`src/include/srx_pkg.sv`:
```
// constants, register map and state types of the serial receiver status block
// ============================================================
// Summary of operation
// - new character with data register still full sets overrun; new character and errors dropped
// - overrun clears after status read seeing it set, then a data register read
// - seven samples taken in start bit, three in each data and stop bit
// - any disagreeing sample in a bit sets noise together with receive-full
// - noise clears by status read followed by data register read
// - stop bit sampled as 0 sets framing error together with receive-full
// - parity enabled and received parity wrong sets parity error with receive-full
// - any stop mode halts all transmit and receive progress
// - the deep stop mode loses all register contents
// - light stop mode keeps all registers and resumes where it stopped
// - with internal link on, source bit 0 selects loop, 1 selects single wire
// - loop mode feeds transmitter output to receiver and frees receive pin
// - single wire feeds receiver from transmitter output and pin, frees receive pin
// - single wire, direction 0: pin is receiver input, transmitter disconnected
// - single wire, direction 1: transmitter drives the pin
// - receive-full sets when a character moves into the data register
package srx_pkg;
  // ============================================================
  // oversampling
  localparam int OVS_BITS = 4;
  localparam logic [3:0] T_LAST = 4'hf;
  localparam logic [3:0] START_WIN_LO = 4'h2;
  localparam logic [3:0] START_WIN_HI = 4'h8;
  localparam logic [3:0] BIT_WIN_LO = 4'h7;
  localparam logic [3:0] BIT_WIN_HI = 4'h9;
  localparam logic [3:0] STOP_DONE = 4'ha;
  localparam logic [2:0] START_FALSE = 3'h4;
  localparam logic [2:0] BIT_ONE = 3'h2;
  localparam logic [2:0] BIT_ALL = 3'h3;
  localparam logic [3:0] LAST_BIT_NOPAR = 4'h7;
  localparam logic [3:0] LAST_BIT_PAR = 4'h8;
  // ============================================================
  // register offsets
  localparam logic [2:0] OFF_BAUD = 3'h0;
  localparam logic [2:0] OFF_CTRL1 = 3'h1;
  localparam logic [2:0] OFF_CTRL3 = 3'h2;
  localparam logic [2:0] OFF_STAT = 3'h4;
  localparam logic [2:0] OFF_DATA = 3'h7;
  // ============================================================
  // field positions
  localparam int C1_RXEN = 0;
  localparam int C1_TXEN = 1;
  localparam int C1_PAR = 2;
  localparam int C1_ODD = 3;
  localparam int C1_RECEIVER_SOURCE_SEL = 5;
  localparam int C1_INTERNAL_LINK_SEL = 7;
  localparam int C3_SINGLE_WIRE_DIR = 5;
  localparam int S_TXIDLE = 7;
  localparam int S_RXFULL = 5;
  localparam int S_OVR = 3;
  localparam int S_NF = 2;
  localparam int S_FE = 1;
  localparam int S_PF = 0;
  // ============================================================
  // reset values
  localparam logic [7:0] BAUD_RST = 8'h04;
  localparam logic [7:0] CTRL_RST = 8'h00;
  // ============================================================
  // types
  typedef struct packed {
    logic [2:0] addr;
    logic [7:0] wdata;
    logic wr;
    logic rd;
  } srx_bus_t;
  typedef struct packed {
    logic full;
    logic ovr;
    logic noise;
    logic frame;
    logic parity;
  } srx_flags_t;
  typedef enum logic [1:0] {RX_IDLE, RX_START, RX_BITS, RX_STOP} srx_rx_st_t;
  typedef enum logic {TX_IDLE, TX_SEND} srx_tx_st_t;
  typedef struct packed {
    logic [7:0] cnt;
  } srx_baud_t;
  typedef struct packed {
    srx_tx_st_t st;
    logic [3:0] tcnt;
    logic [3:0] left;
    logic [10:0] shift;
    logic line;
  } srx_tx_t;
  typedef struct packed {
    logic [7:0] baud_div;
    logic [7:0] ctrl1;
    logic [7:0] ctrl3;
    srx_rx_st_t rx_st;
    logic [3:0] tcnt;
    logic [3:0] bcnt;
    logic [2:0] ones;
    logic noise;
    logic par_acc;
    logic [8:0] shift;
    logic [7:0] data;
    srx_flags_t flags;
    srx_flags_t arm;
    logic [7:0] rdata;
  } srx_rx_t;
endpackage : srx_pkg

```
`src/hw/srx_baud.sv`:
```
// oversampling tick generator for the serial block
`timescale 1ns/100ps
module srx_baud
  import srx_pkg::*;
(
  input wire logic i_mclk,
  input wire logic i_rst,
  input wire logic i_halt,
  input wire logic i_clear,
  input wire logic [7:0] i_div,
  output logic o_tick
);
  // ============================================================
  // state
  srx_baud_t s;
  srx_baud_t n;

  always_comb begin
    n = s;
    o_tick = 1'b0;
    if (i_clear) begin
      n = '0;
    end else if (!i_halt) begin
      // divisor 0 ticks every clock, the period being the divisor plus one, so the receiver never stalls
      if (s.cnt >= i_div) begin
        n.cnt = '0;
        o_tick = 1'b1;
      end else begin
        n.cnt = s.cnt + 8'h01;
      end
    end
  end

  always_ff @(posedge i_mclk or posedge i_rst) begin
    if (i_rst) begin
      s <= '0;
    end else begin
      s <= n;
    end
  end
endmodule : srx_baud

```
`src/hw/srx_tx.sv`:
```
// transmit shifter feeding the line, loop and single-wire paths
`timescale 1ns/100ps
module srx_tx
  import srx_pkg::*;
(
  input wire logic i_mclk,
  input wire logic i_rst,
  input wire logic i_halt,
  input wire logic i_clear,
  input wire logic i_tick,
  input wire logic i_en,
  input wire logic i_par_on,
  input wire logic i_odd,
  input wire logic i_load,
  input wire logic [7:0] i_data,
  output logic o_idle,
  output logic o_line
);
  // ============================================================
  // state
  srx_tx_t s;
  srx_tx_t n;

  assign o_idle = (s.st == TX_IDLE);
  assign o_line = s.line;

  always_comb begin
    n = s;
    if (i_clear) begin
      n = '0;
      n.line = 1'b1;
    end else if (!i_halt) begin
      case (s.st)
        TX_IDLE: begin
          n.line = 1'b1;
          // a write while busy is dropped; software polls the idle bit
          if (i_load && i_en) begin
            n.st = TX_SEND;
            n.tcnt = '0;
            n.left = i_par_on ? 4'hb : 4'ha;
            n.shift = {1'b1, i_par_on ? (^i_data ^ i_odd) : 1'b1, i_data, 1'b0};
          end
        end
        TX_SEND: begin
          if (i_tick) begin
            n.tcnt = s.tcnt + 4'h1;
            if (s.tcnt == 4'h0) begin
              n.line = s.shift[0];
              n.shift = {1'b1, s.shift[10:1]};
              n.left = s.left - 4'h1;
            end
            if (s.tcnt == T_LAST && s.left == 4'h0) begin
              n.st = TX_IDLE;
            end
          end
        end
        default: n.st = TX_IDLE;
      endcase
    end
  end

  always_ff @(posedge i_mclk or posedge i_rst) begin
    if (i_rst) begin
      s <= '0;
      s.line <= 1'b1;
    end else begin
      s <= n;
    end
  end
endmodule : srx_tx

```
`src/hw/srx_top.sv`:
```
// serial receiver with status flags, stop handling, loop and single-wire modes
//
// Our own choices: the register addresses and strobed register access.
`timescale 1ns/100ps
module srx_top
  import srx_pkg::*;
(
  input wire logic i_mclk,
  input wire logic i_rst,
  input wire srx_bus_t i_bus,
  output logic [7:0] o_rdata,
  input wire logic i_stop_light,
  input wire logic i_stop_deep,
  input wire logic i_rxd,
  input wire logic i_txd,
  output logic o_txd,
  output logic o_txd_oe_n,
  output logic o_rxd_released
);
  // ============================================================
  // state and wires
  srx_rx_t s;
  srx_rx_t n;
  logic tick;
  logic tx_idle;
  logic tx_line;
  logic tx_load;
  logic halt;
  logic link_on;
  logic single_wire;
  logic wire_dir;
  logic rx_in;
  logic par_on;
  logic par_odd;
  logic in_start_win;
  logic in_bit_win;
  logic bit_val;
  logic bit_noisy;
  logic stop_noisy;
  logic [3:0] last_bit;
  logic [7:0] rx_char;
  logic [7:0] stat;
  srx_flags_t cleared;

  // ============================================================
  // mode decode
  assign halt = i_stop_light | i_stop_deep;
  assign link_on = s.ctrl1[C1_INTERNAL_LINK_SEL];
  assign single_wire = link_on & s.ctrl1[C1_RECEIVER_SOURCE_SEL];
  assign wire_dir = s.ctrl3[C3_SINGLE_WIRE_DIR];
  assign par_on = s.ctrl1[C1_PAR];
  assign par_odd = s.ctrl1[C1_ODD];

  // ============================================================
  // line routing
  always_comb begin
    if (!link_on) begin
      rx_in = i_rxd;
    end else if (!single_wire) begin
      rx_in = tx_line;
    end else if (wire_dir) begin
      rx_in = tx_line;
    end else begin
      rx_in = i_txd;
    end
  end

  assign o_txd = tx_line;
  // pin released only in single wire with direction 0 so the far end can drive it
  assign o_txd_oe_n = single_wire & ~wire_dir;
  assign o_rxd_released = link_on;
  assign o_rdata = s.rdata;

  // ============================================================
  // submodules
  assign tx_load = i_bus.wr & (i_bus.addr == OFF_DATA) & ~halt;

  srx_baud u_baud (
    .i_mclk(i_mclk),
    .i_rst(i_rst),
    .i_halt(i_stop_light),
    .i_clear(i_stop_deep),
    .i_div(s.baud_div),
    .o_tick(tick)
  );

  srx_tx u_tx (
    .i_mclk(i_mclk),
    .i_rst(i_rst),
    .i_halt(i_stop_light),
    .i_clear(i_stop_deep),
    .i_tick(tick),
    .i_en(s.ctrl1[C1_TXEN]),
    .i_par_on(par_on),
    .i_odd(par_odd),
    .i_load(tx_load),
    .i_data(i_bus.wdata),
    .o_idle(tx_idle),
    .o_line(tx_line)
  );

  // ============================================================
  // sample decode
  assign in_start_win = (s.tcnt >= START_WIN_LO) && (s.tcnt <= START_WIN_HI);
  assign in_bit_win = (s.tcnt >= BIT_WIN_LO) && (s.tcnt <= BIT_WIN_HI);
  assign bit_val = (s.ones >= BIT_ONE);
  assign bit_noisy = (s.ones != 3'h0) && (s.ones != BIT_ALL);
  assign stop_noisy = bit_noisy;
  assign last_bit = par_on ? LAST_BIT_PAR : LAST_BIT_NOPAR;
  // without parity only eight bits shift in, leaving the character one place high
  assign rx_char = par_on ? s.shift[7:0] : s.shift[8:1];

  always_comb begin
    stat = 8'h00;
    stat[S_TXIDLE] = tx_idle;
    stat[S_RXFULL] = s.flags.full;
    stat[S_OVR] = s.flags.ovr;
    stat[S_NF] = s.flags.noise;
    stat[S_FE] = s.flags.frame;
    stat[S_PF] = s.flags.parity;
  end

  // flags armed by a status read drop on the following data read
  assign cleared = srx_flags_t'(s.flags & ~s.arm);

  // ============================================================
  // next state
  always_comb begin
    n = s;
    n.rdata = 8'h00;
    if (i_stop_deep) begin
      // deep stop loses everything; software must set the block up again
      n = '0;
      n.baud_div = BAUD_RST;
      n.ctrl1 = CTRL_RST;
      n.ctrl3 = CTRL_RST;
    end else if (i_stop_light) begin
      // light stop holds every bit but the read answer, a frame in flight resumes on exit
      n = s;
      // a read answer never lingers through the stop
      n.rdata = 8'h00;
    end else begin
      // ----- register writes
      if (i_bus.wr) begin
        case (i_bus.addr)
          OFF_BAUD: n.baud_div = i_bus.wdata;
          OFF_CTRL1: n.ctrl1 = i_bus.wdata;
          OFF_CTRL3: n.ctrl3 = i_bus.wdata;
          default: n.ctrl3 = s.ctrl3;
        endcase
      end
      // ----- register reads
      if (i_bus.rd) begin
        case (i_bus.addr)
          OFF_BAUD: n.rdata = s.baud_div;
          OFF_CTRL1: n.rdata = s.ctrl1;
          OFF_CTRL3: n.rdata = s.ctrl3;
          OFF_STAT: begin
            n.rdata = stat;
            n.arm = s.flags;
          end
          OFF_DATA: begin
            n.rdata = s.data;
            n.flags = cleared;
            n.arm = '0;
          end
          default: n.rdata = 8'h00;
        endcase
      end
      // ----- receiver, applied after the clear so a set wins
      if (!s.ctrl1[C1_RXEN]) begin
        n.rx_st = RX_IDLE;
      end else if (tick) begin
        case (s.rx_st)
          RX_IDLE: begin
            if (!rx_in) begin
              n.rx_st = RX_START;
              n.tcnt = 4'h1;
              n.ones = 3'h0;
              n.bcnt = 4'h0;
              n.noise = 1'b0;
              n.par_acc = 1'b0;
            end
          end
          RX_START: begin
            n.tcnt = s.tcnt + 4'h1;
            if (in_start_win) begin
              n.ones = s.ones + {2'b00, rx_in};
            end
            if (s.tcnt == T_LAST) begin
              n.ones = 3'h0;
              // a mostly high start bit is a glitch, not a frame
              if (s.ones >= START_FALSE) begin
                n.rx_st = RX_IDLE;
              end else begin
                n.noise = (s.ones != 3'h0);
                n.rx_st = RX_BITS;
              end
            end
          end
          RX_BITS: begin
            n.tcnt = s.tcnt + 4'h1;
            if (in_bit_win) begin
              n.ones = s.ones + {2'b00, rx_in};
            end
            if (s.tcnt == T_LAST) begin
              n.ones = 3'h0;
              n.shift = {bit_val, s.shift[8:1]};
              n.par_acc = s.par_acc ^ bit_val;
              n.noise = s.noise | bit_noisy;
              n.bcnt = s.bcnt + 4'h1;
              if (s.bcnt == last_bit) begin
                n.rx_st = RX_STOP;
              end
            end
          end
          RX_STOP: begin
            n.tcnt = s.tcnt + 4'h1;
            if (in_bit_win) begin
              n.ones = s.ones + {2'b00, rx_in};
            end
            // resolve right after the stop window so a following start is not missed
            if (s.tcnt == STOP_DONE) begin
              n.rx_st = RX_IDLE;
              n.ones = 3'h0;
              if (n.flags.full) begin
                n.flags.ovr = 1'b1;
              end else begin
                n.data = rx_char;
                n.flags.full = 1'b1;
                n.flags.noise = s.noise | stop_noisy;
                n.flags.frame = ~bit_val;
                n.flags.parity = par_on & (s.par_acc ^ par_odd);
              end
            end
          end
          default: n.rx_st = RX_IDLE;
        endcase
      end
    end
  end

  // ============================================================
  // state register
  always_ff @(posedge i_mclk or posedge i_rst) begin
    if (i_rst) begin
      s <= '0;
      s.baud_div <= BAUD_RST;
      s.ctrl1 <= CTRL_RST;
      s.ctrl3 <= CTRL_RST;
    end else begin
      s <= n;
    end
  end
endmodule : srx_top

```
`config.mk`:
```
export PLATFORM = sky130hd
export DESIGN_NAME = srx_top
export DESIGN_NICKNAME = d
export VERILOG_FILES = /design/src/include/srx_pkg.sv /design/src/hw/srx_baud.sv /design/src/hw/srx_tx.sv /design/src/hw/srx_top.sv
export SDC_FILE = /design/constraint.sdc
export NUM_CORES = 1
export LEC_CHECK = 0
export BUFFER_PORTS_ARGS = -buffer_cell sky130_fd_sc_hd__buf_2
export CORE_MARGIN = 4
export CORE_UTILIZATION = 62
export DETAILED_ROUTE_END_ITERATION = 10
export GPL_ROUTABILITY_DRIVEN = 0
export PLACE_DENSITY = 0.81
export SYNTH_ARGS = -nofsm -noshare
export SYNTH_HDL_FRONTEND = slang
export SYNTH_SLANG_ARGS = --single-unit
```
`constraint.sdc`:
```
create_clock -name i_mclk -period 3.7 [get_ports i_mclk]
set_clock_uncertainty 0.1 [all_clocks]
set_input_delay 0.37 -clock i_mclk [delete_from_list [all_inputs] [get_ports i_mclk]]
set_output_delay 0.37 -clock i_mclk [all_outputs]
set_load 0.05 [all_outputs]
```
After elaboration in Yosys (flattened, before gate mapping)
Index checks and enable logic that the tools add are counted.

Output and inout port bits: 11. Input bits: 19. Word-level logic and storage cells: 182. Register bits after elaboration: 103.

Magnitude comparators: 7. Multiplexer cells: 58. $add $sub $neg: 6. Reductions and logical operators: 39. Equal/unequal tests: 28. Bitwise operators: 16.

Operators with widths (count): two-way mux 74 bit (2); two-way mux 18 bit (4); two-way mux 21 bit (3); two-way mux 8 bit (7); case mux 21 bit (2 select lines) (1); case mux 8 bit (5 select lines) (1); two-way mux 37 bit (1); two-way mux 35 bit (1); two-way mux 13 bit (2); two-way mux 24 bit (1); inequality test 4 bit, second input constant (6); case mux 6 bit (4 select lines) (1); nonzero test 2 bit (11); two-way mux 20 bit (1); two-way mux 9 bit (2); inequality test 3 bit, second input constant (6); AND reduction 3 bit (6); two-way mux 16 bit (1); two-way mux 15 bit (1); adder 4 x 1 -> 4 bit, second input constant (3); equality test 4 bit, second input constant (3); two-way mux 2 bit (6); two-way mux 3 bit (4); case mux 3 bit (4 select lines) (1); 43 further kinds (79).

Longest topological paths before layout
Depth in word-level cells: 13. Mapped depth: 9. Mapped depth without buffers: 8.

Cells and area by module
From an unflattened synthesis, not the netlist that was laid out.

Cell total of the unflattened synthesis: 672. Area total of the unflattened synthesis: 6358.6 sq um.

Modules (own cells, without submodules): srx_top (cells each 455, sequential area each 1853.0 sq um, area an instance 4309.1 sq um, times used 1); srx_tx (cells each 135, sequential area each 526.8 sq um, area an instance 1391.3 sq um, times used 1); srx_baud (cells each 82, sequential area each 200.2 sq um, area an instance 658.1 sq um, times used 1).

Least setup slack after synthesis
Ideal clock, no wire load.

Path type: register to register. Start: register s (netlist bit o_rxd_released). End: register s[43] in the netlist's numbering. Cell stages (with the launch flop): 7. Slack: 1.397 ns. Data required time: 3.524 ns. Path buffers: 0. Setup time: 0.076 ns. Clock period less this slack: 2.303 ns. Arrival time: 2.126 ns. Path through: dfrtp_1 > and4bb_1 > a311oi_2 > a2111oi_4 > a21oi_2 > or4b_1 > o21ai_1.

Cells in the longest elaborated chain, start to end: 5.

RTL lines: from (decl) (line srx_top.sv:22) `srx_rx_t s;`; from (signal assigned) (line srx_top.sv:252) `s <= n;`; bitwise AND 1 bit (line srx_top.sv:49) `assign single_wire = link_on & s.ctrl1[C1_RECEIVER_SOURCE_SEL];`; two-way mux 1 bit (line srx_top.sv:59) `end else if (!single_wire) begin`; two-way mux 1 bit (*) (line srx_top.sv:57) `if (!link_on) begin`; inequality test 3 bit (no line) (*); AND reduction 6 bit (no line) (*).

Every way passes the cells marked *; elsewhere a longest branch is shown, timed or not. A chain may end at the register's enable or synchronous reset.

Worst setup path after layout
Start: register u_baud.s[0] in the netlist's numbering. End: register s[15] in the netlist's numbering.

Cells in the longest elaborated chain, start to end: 8.

RTL lines: from (decl) (line srx_baud.sv:15) `srx_baud_t s;`; from (signal assigned) (line srx_baud.sv:38) `s <= n;`; >= comparator 8 bit (line srx_baud.sv:25) `if (s.cnt >= i_div) begin`; two-way mux 1 bit (line srx_baud.sv:25); two-way mux 1 bit (line srx_baud.sv:23) `end else if (!i_halt) begin`; two-way mux 1 bit (line srx_baud.sv:21) `if (i_clear) begin`; two-way mux 37 bit (line srx_top.sv:173) `end else if (tick) begin`; two-way mux 35 bit (line srx_top.sv:171) `if (!s.ctrl1[C1_RXEN]) begin`; two-way mux 74 bit (line srx_top.sv:137) `end else if (i_stop_light) begin`; two-way mux 74 bit (line srx_top.sv:131) `if (i_stop_deep) begin`.

Every way passes these cells. The select of a mux whose other input is x is not followed.

==> results.txt <==
- Status: finished, final reports clean
- Compared with the post-synthesis result, the final layout area differs by 5.95%.
* Final HPWL from detailed placement: between 9000 and 10,000 µm
- Among all flip-flop cells after synthesis, the most frequent one is dfrtp_1.
- Antenna Violating Nets Remaining: 0
- The slowest stage of the critical path is the o31a_1 cell.
- The first global-routing pass estimated approximately 23,000 µm of wire.
- Total detailed-routing wirelength: between 10,000 and 15,000 µm
* Data arrival time of the worst path: ~3100 ps
- In this run the power density over the cells is 353 nW/µm².
- For this block, the via count after detailed routing is 4,762.
- Top achievable clock speed: approximately 340 MHz
- Max-Cap Viols: 0
* Required time of the critical path: just under 4000 ps
* Number of buffers created by CTS: 9
- The synthesized netlist occupies a cell area of 5760 µm².
* Residual overflow from global routing: 0
- The critical path in this run is classified as flip-flop to flip-flop.
- Final setup violation count: 0
* Final slew viol count: 0
* Number of fill cells in the layout: just under 700
* Post-cts repair resize count: 0
- Placeable core area: 8890 µm²
* Setup Fix Bufs, Post-CTS: 0
- First-iteration detailed-routing DRC count: between 300 and 400
* Final-stage net count: between 600 and 700
* Number of instances in the synthesized netlist: slightly above 600
- In this run the count of I/O pins placed on the die edge is 30.
* Port bufs: 29
- Yosys reg bits: 103
* Initial standard-cell utilization of the core: 64.8%
- Yosys top cell area share: between 40% and 50%
* Min-Delay Path Class: input pin to async pin
* Cell taking the most area after synthesis: dfrtp_1
- Buffers inserted to repair hold after CTS numbered 0.
- The clock reaches the later pin of the worst-skew pair after around 380 ps.
* TritonCTS clock tree: built
- Buffers from clock root to sink, at most: 2
* Number of antenna repair diodes: 0
- Dominant delay contributor by cell family on the critical path: compound AO/OA/AOI/OAI gates
- Critical Path, Cell by Cell: inv_1, ha_1, nand2b_1, a2111oi_4, o31a_1, or3_1, a21oi_1, o32ai_1
* Vias in the first global route: ~4,700
- DIE AREA: between 10,000 and 15,000 µm²
- After synthesis, the cell types taking the most area are dfrtp_1 (44%), ha_1 (5.0%), o21ai_0 (4.8%).
* Total number of H-tree levels: 3
- The sequential cells in the finished layout cover a total of 2580 µm².
- TritonCTS Sinks: 103
- Worst Tran Pin Value: approximately 950 ps
- Entering global routing, the biggest net connects between 60 and 70 pins.
* Post-synth net total: roughly 660
- Summing the sequential cell areas from Yosys gives ~45% of the chip area.
- The worst path in the final design needs a cycle of roughly 3000 ps, including I/O delays and setup.
- For the final routed database, the setup TNS stands at 0 ps.
- Startpoint types: flip-flop
* Share of the clock period used by the worst path: ~79%
- Largest fanout on the critical path: 14
* Unrepaired setup endpoints after global routing: false
- The worst-case IR drop observed on VDD is 0.285 mV.
- The pre-antenna-repair detailed-routing pass consisted of 5 iterations.
* Drt via density: 6.46
* Number of rows in the core area: 34
- Root buffer cell: clkbuf_8
- Dividing the detail-routed wire length by the instance count gives around 18 µm.
- Leakage: roughly 0.0027 µW
* Worst path bufs/invs: 1
- Hold is met by between 50 and 60 ps.
* Rel. slew slack: between 30% and 40%
- Synth Warn #: 0
* Crit. End Element: flip-flop
- Fraction of layout cells with a size suffix above 1: about a tenth
- Total routing resource utilization after global routing: roughly 26%
- The largest single stage delay on the critical path is roughly 540 ps.
* Area used by multi-input combinational logic: 2850 µm²
- Antenna violations before repair: 0
* Hold violation count in the final report: 0
- Count of different cell masters after synthesis: about 60
* Clk slew on worst S/H paths: roughly 100 ps
- In this run the vertical extent of the chip is 104 µm.
* Die span in x: ~100 µm
- Average cell area after synthesis: roughly 9.3 µm²
* Post-synthesis async set-or-reset flop share: between 90% and 100%
- After detailed routing, the number of remaining DRC violations is 0.
* Number of flops mapped to enable cells by yosys: 0
-- registers in the layout (all words and copies together), names as in the netlist --
signal / count
o_rdata: 8
o_rxd_released: 1
par_odd: 1
par_on: 1
s: 63
u_baud.s: 8
u_tx.o_line: 1
u_tx.s: 20
-- cells by family after synthesis --
group           after synthesis  synth area share [%]
mux                          27                  4.69
simple gates                198                  16.4
fa+ha+maj                    23                  4.99
flops                       103                  44.8
xor+xnor                     13                  1.98
buf+inv                      75                  5.80
compound gates              178                  21.3
-- cell type report --
type,count,area share (%)
flip-flops and latches,103,42.3
multi-input cells,439,46.7
clock buffers,10,2.25
clock inverters,6,1.07
well taps,108,2.21
repair buffers,38,3.48
inverters,33,2.07
-- metrics by stage --
step                      utilization [%]  std cells  power, µW  setup slack (ps)  cell area (µm²)
after floorplan                         -        617       1370               529             5760
after global placement               66.4        721       1430               987             5900
after detailed placement             66.4        721       1440               824             5900
after CTS                            68.7        737       2160               801             6110
after global routing                 68.7        737       2240               534             6110
final                                68.7        737       2160               777             6110
-- cells in the final DEF (no fill, tap or decap), types with 4 or more instances in the layout --
cell type	count
xnor2_1	10
buf_2	29
clkbuf_8	10
nor2b_1	6
a22oi_1	5
inv_1	32
and3_1	6
nand3_1	40
a31oi_1	11
o31ai_1	4
a21oi_1	26
o32ai_1	4
nor4_1	6
dfrtp_1	101
o2bb2ai_1	9
nor2_1	37
nand2b_1	11
mux2i_1	27
nand2_1	61
o21ai_0	55
nor3_1	13
buf_4	9
a211oi_1	15
a21o_1	4
ha_1	23
a22o_1	14
-- cells in the mapped netlist (2+ instances only) --
master / instances
or2_2: 2
xnor2_1: 10
o31a_1: 2
a21oi_1: 26
ha_1: 23
or3_1: 2
buf_1: 5
buf_2: 6
o2111ai_1: 2
nand3_1: 40
o31ai_1: 4
dfrtp_1: 101
o21ai_1: 3
o21ai_0: 55
nor2b_1: 6
a2111oi_4: 2
nand4_1: 3
nor3_1: 13
o2bb2ai_1: 9
a31oi_1: 11
buf_4: 12
dfstp_2: 2
mux2i_1: 27
xor2_1: 3
nand2b_1: 11
a21o_1: 4
o41ai_1: 3
a22oi_1: 5
a22o_1: 14
inv_1: 33
nor2_1: 37
nor4_1: 6
o21a_1: 2
and3_1: 6
a311oi_1: 3
nand3b_1: 2
o32ai_1: 4
a211oi_1: 15
clkbuf_1: 19
a32o_1: 2
nand2_1: 61
o22ai_1: 3
a21oi_2: 2
-- routing by layer --
layer | routed length [µm] | vias to the layer above | part of all wire [%] | global-route usage (%)
met5 | 0 | - | 0 | 0
met4 | 248 | 0 | 1.8 | 8.93
met3 | 936 | 19 | 7.0 | 5.34
met2 | 6120 | 203 | 46 | 39.7
met1 | 6120 | 2304 | 46 | 36.7
li1 | - | 2236 | - | -
-- path summary, 6_finish.rpt --
| kind | start | endpoint | slack (ps) | cells after the start |
|---|---|---|---|---|
| setup / recovery | u_baud.s[0]$_DFFE_PP0N_ | s[15]$_DFFE_PP0N_ | 780 | 8 |
| hold / removal | i_rst | s[69]$_DFFE_PP0P_ | 60 | 2 |
| setup reg to reg | u_baud.s[0]$_DFFE_PP0N_ | s[15]$_DFFE_PP0N_ | 780 | 8 |
| hold reg to reg | u_tx.s[6]$_DFFE_PP0P_ | u_tx.s[6]$_DFFE_PP0P_ | 400 | 2 |
| max in group asynchronous | i_rst | u_tx.o_line$_DFFE_PP1P_ | 2610 | 3 |
| min in group i_mclk | i_bus[4] | s[68]$_DFFE_PP1P_ | 200 | 3 |
-- power by group --
group,internal (µW),switching (µW)
clock,334,399
combinational,80.0,185
sequential,1140,18.0
total,1550,602
Power figures use the tool's default switching activity.
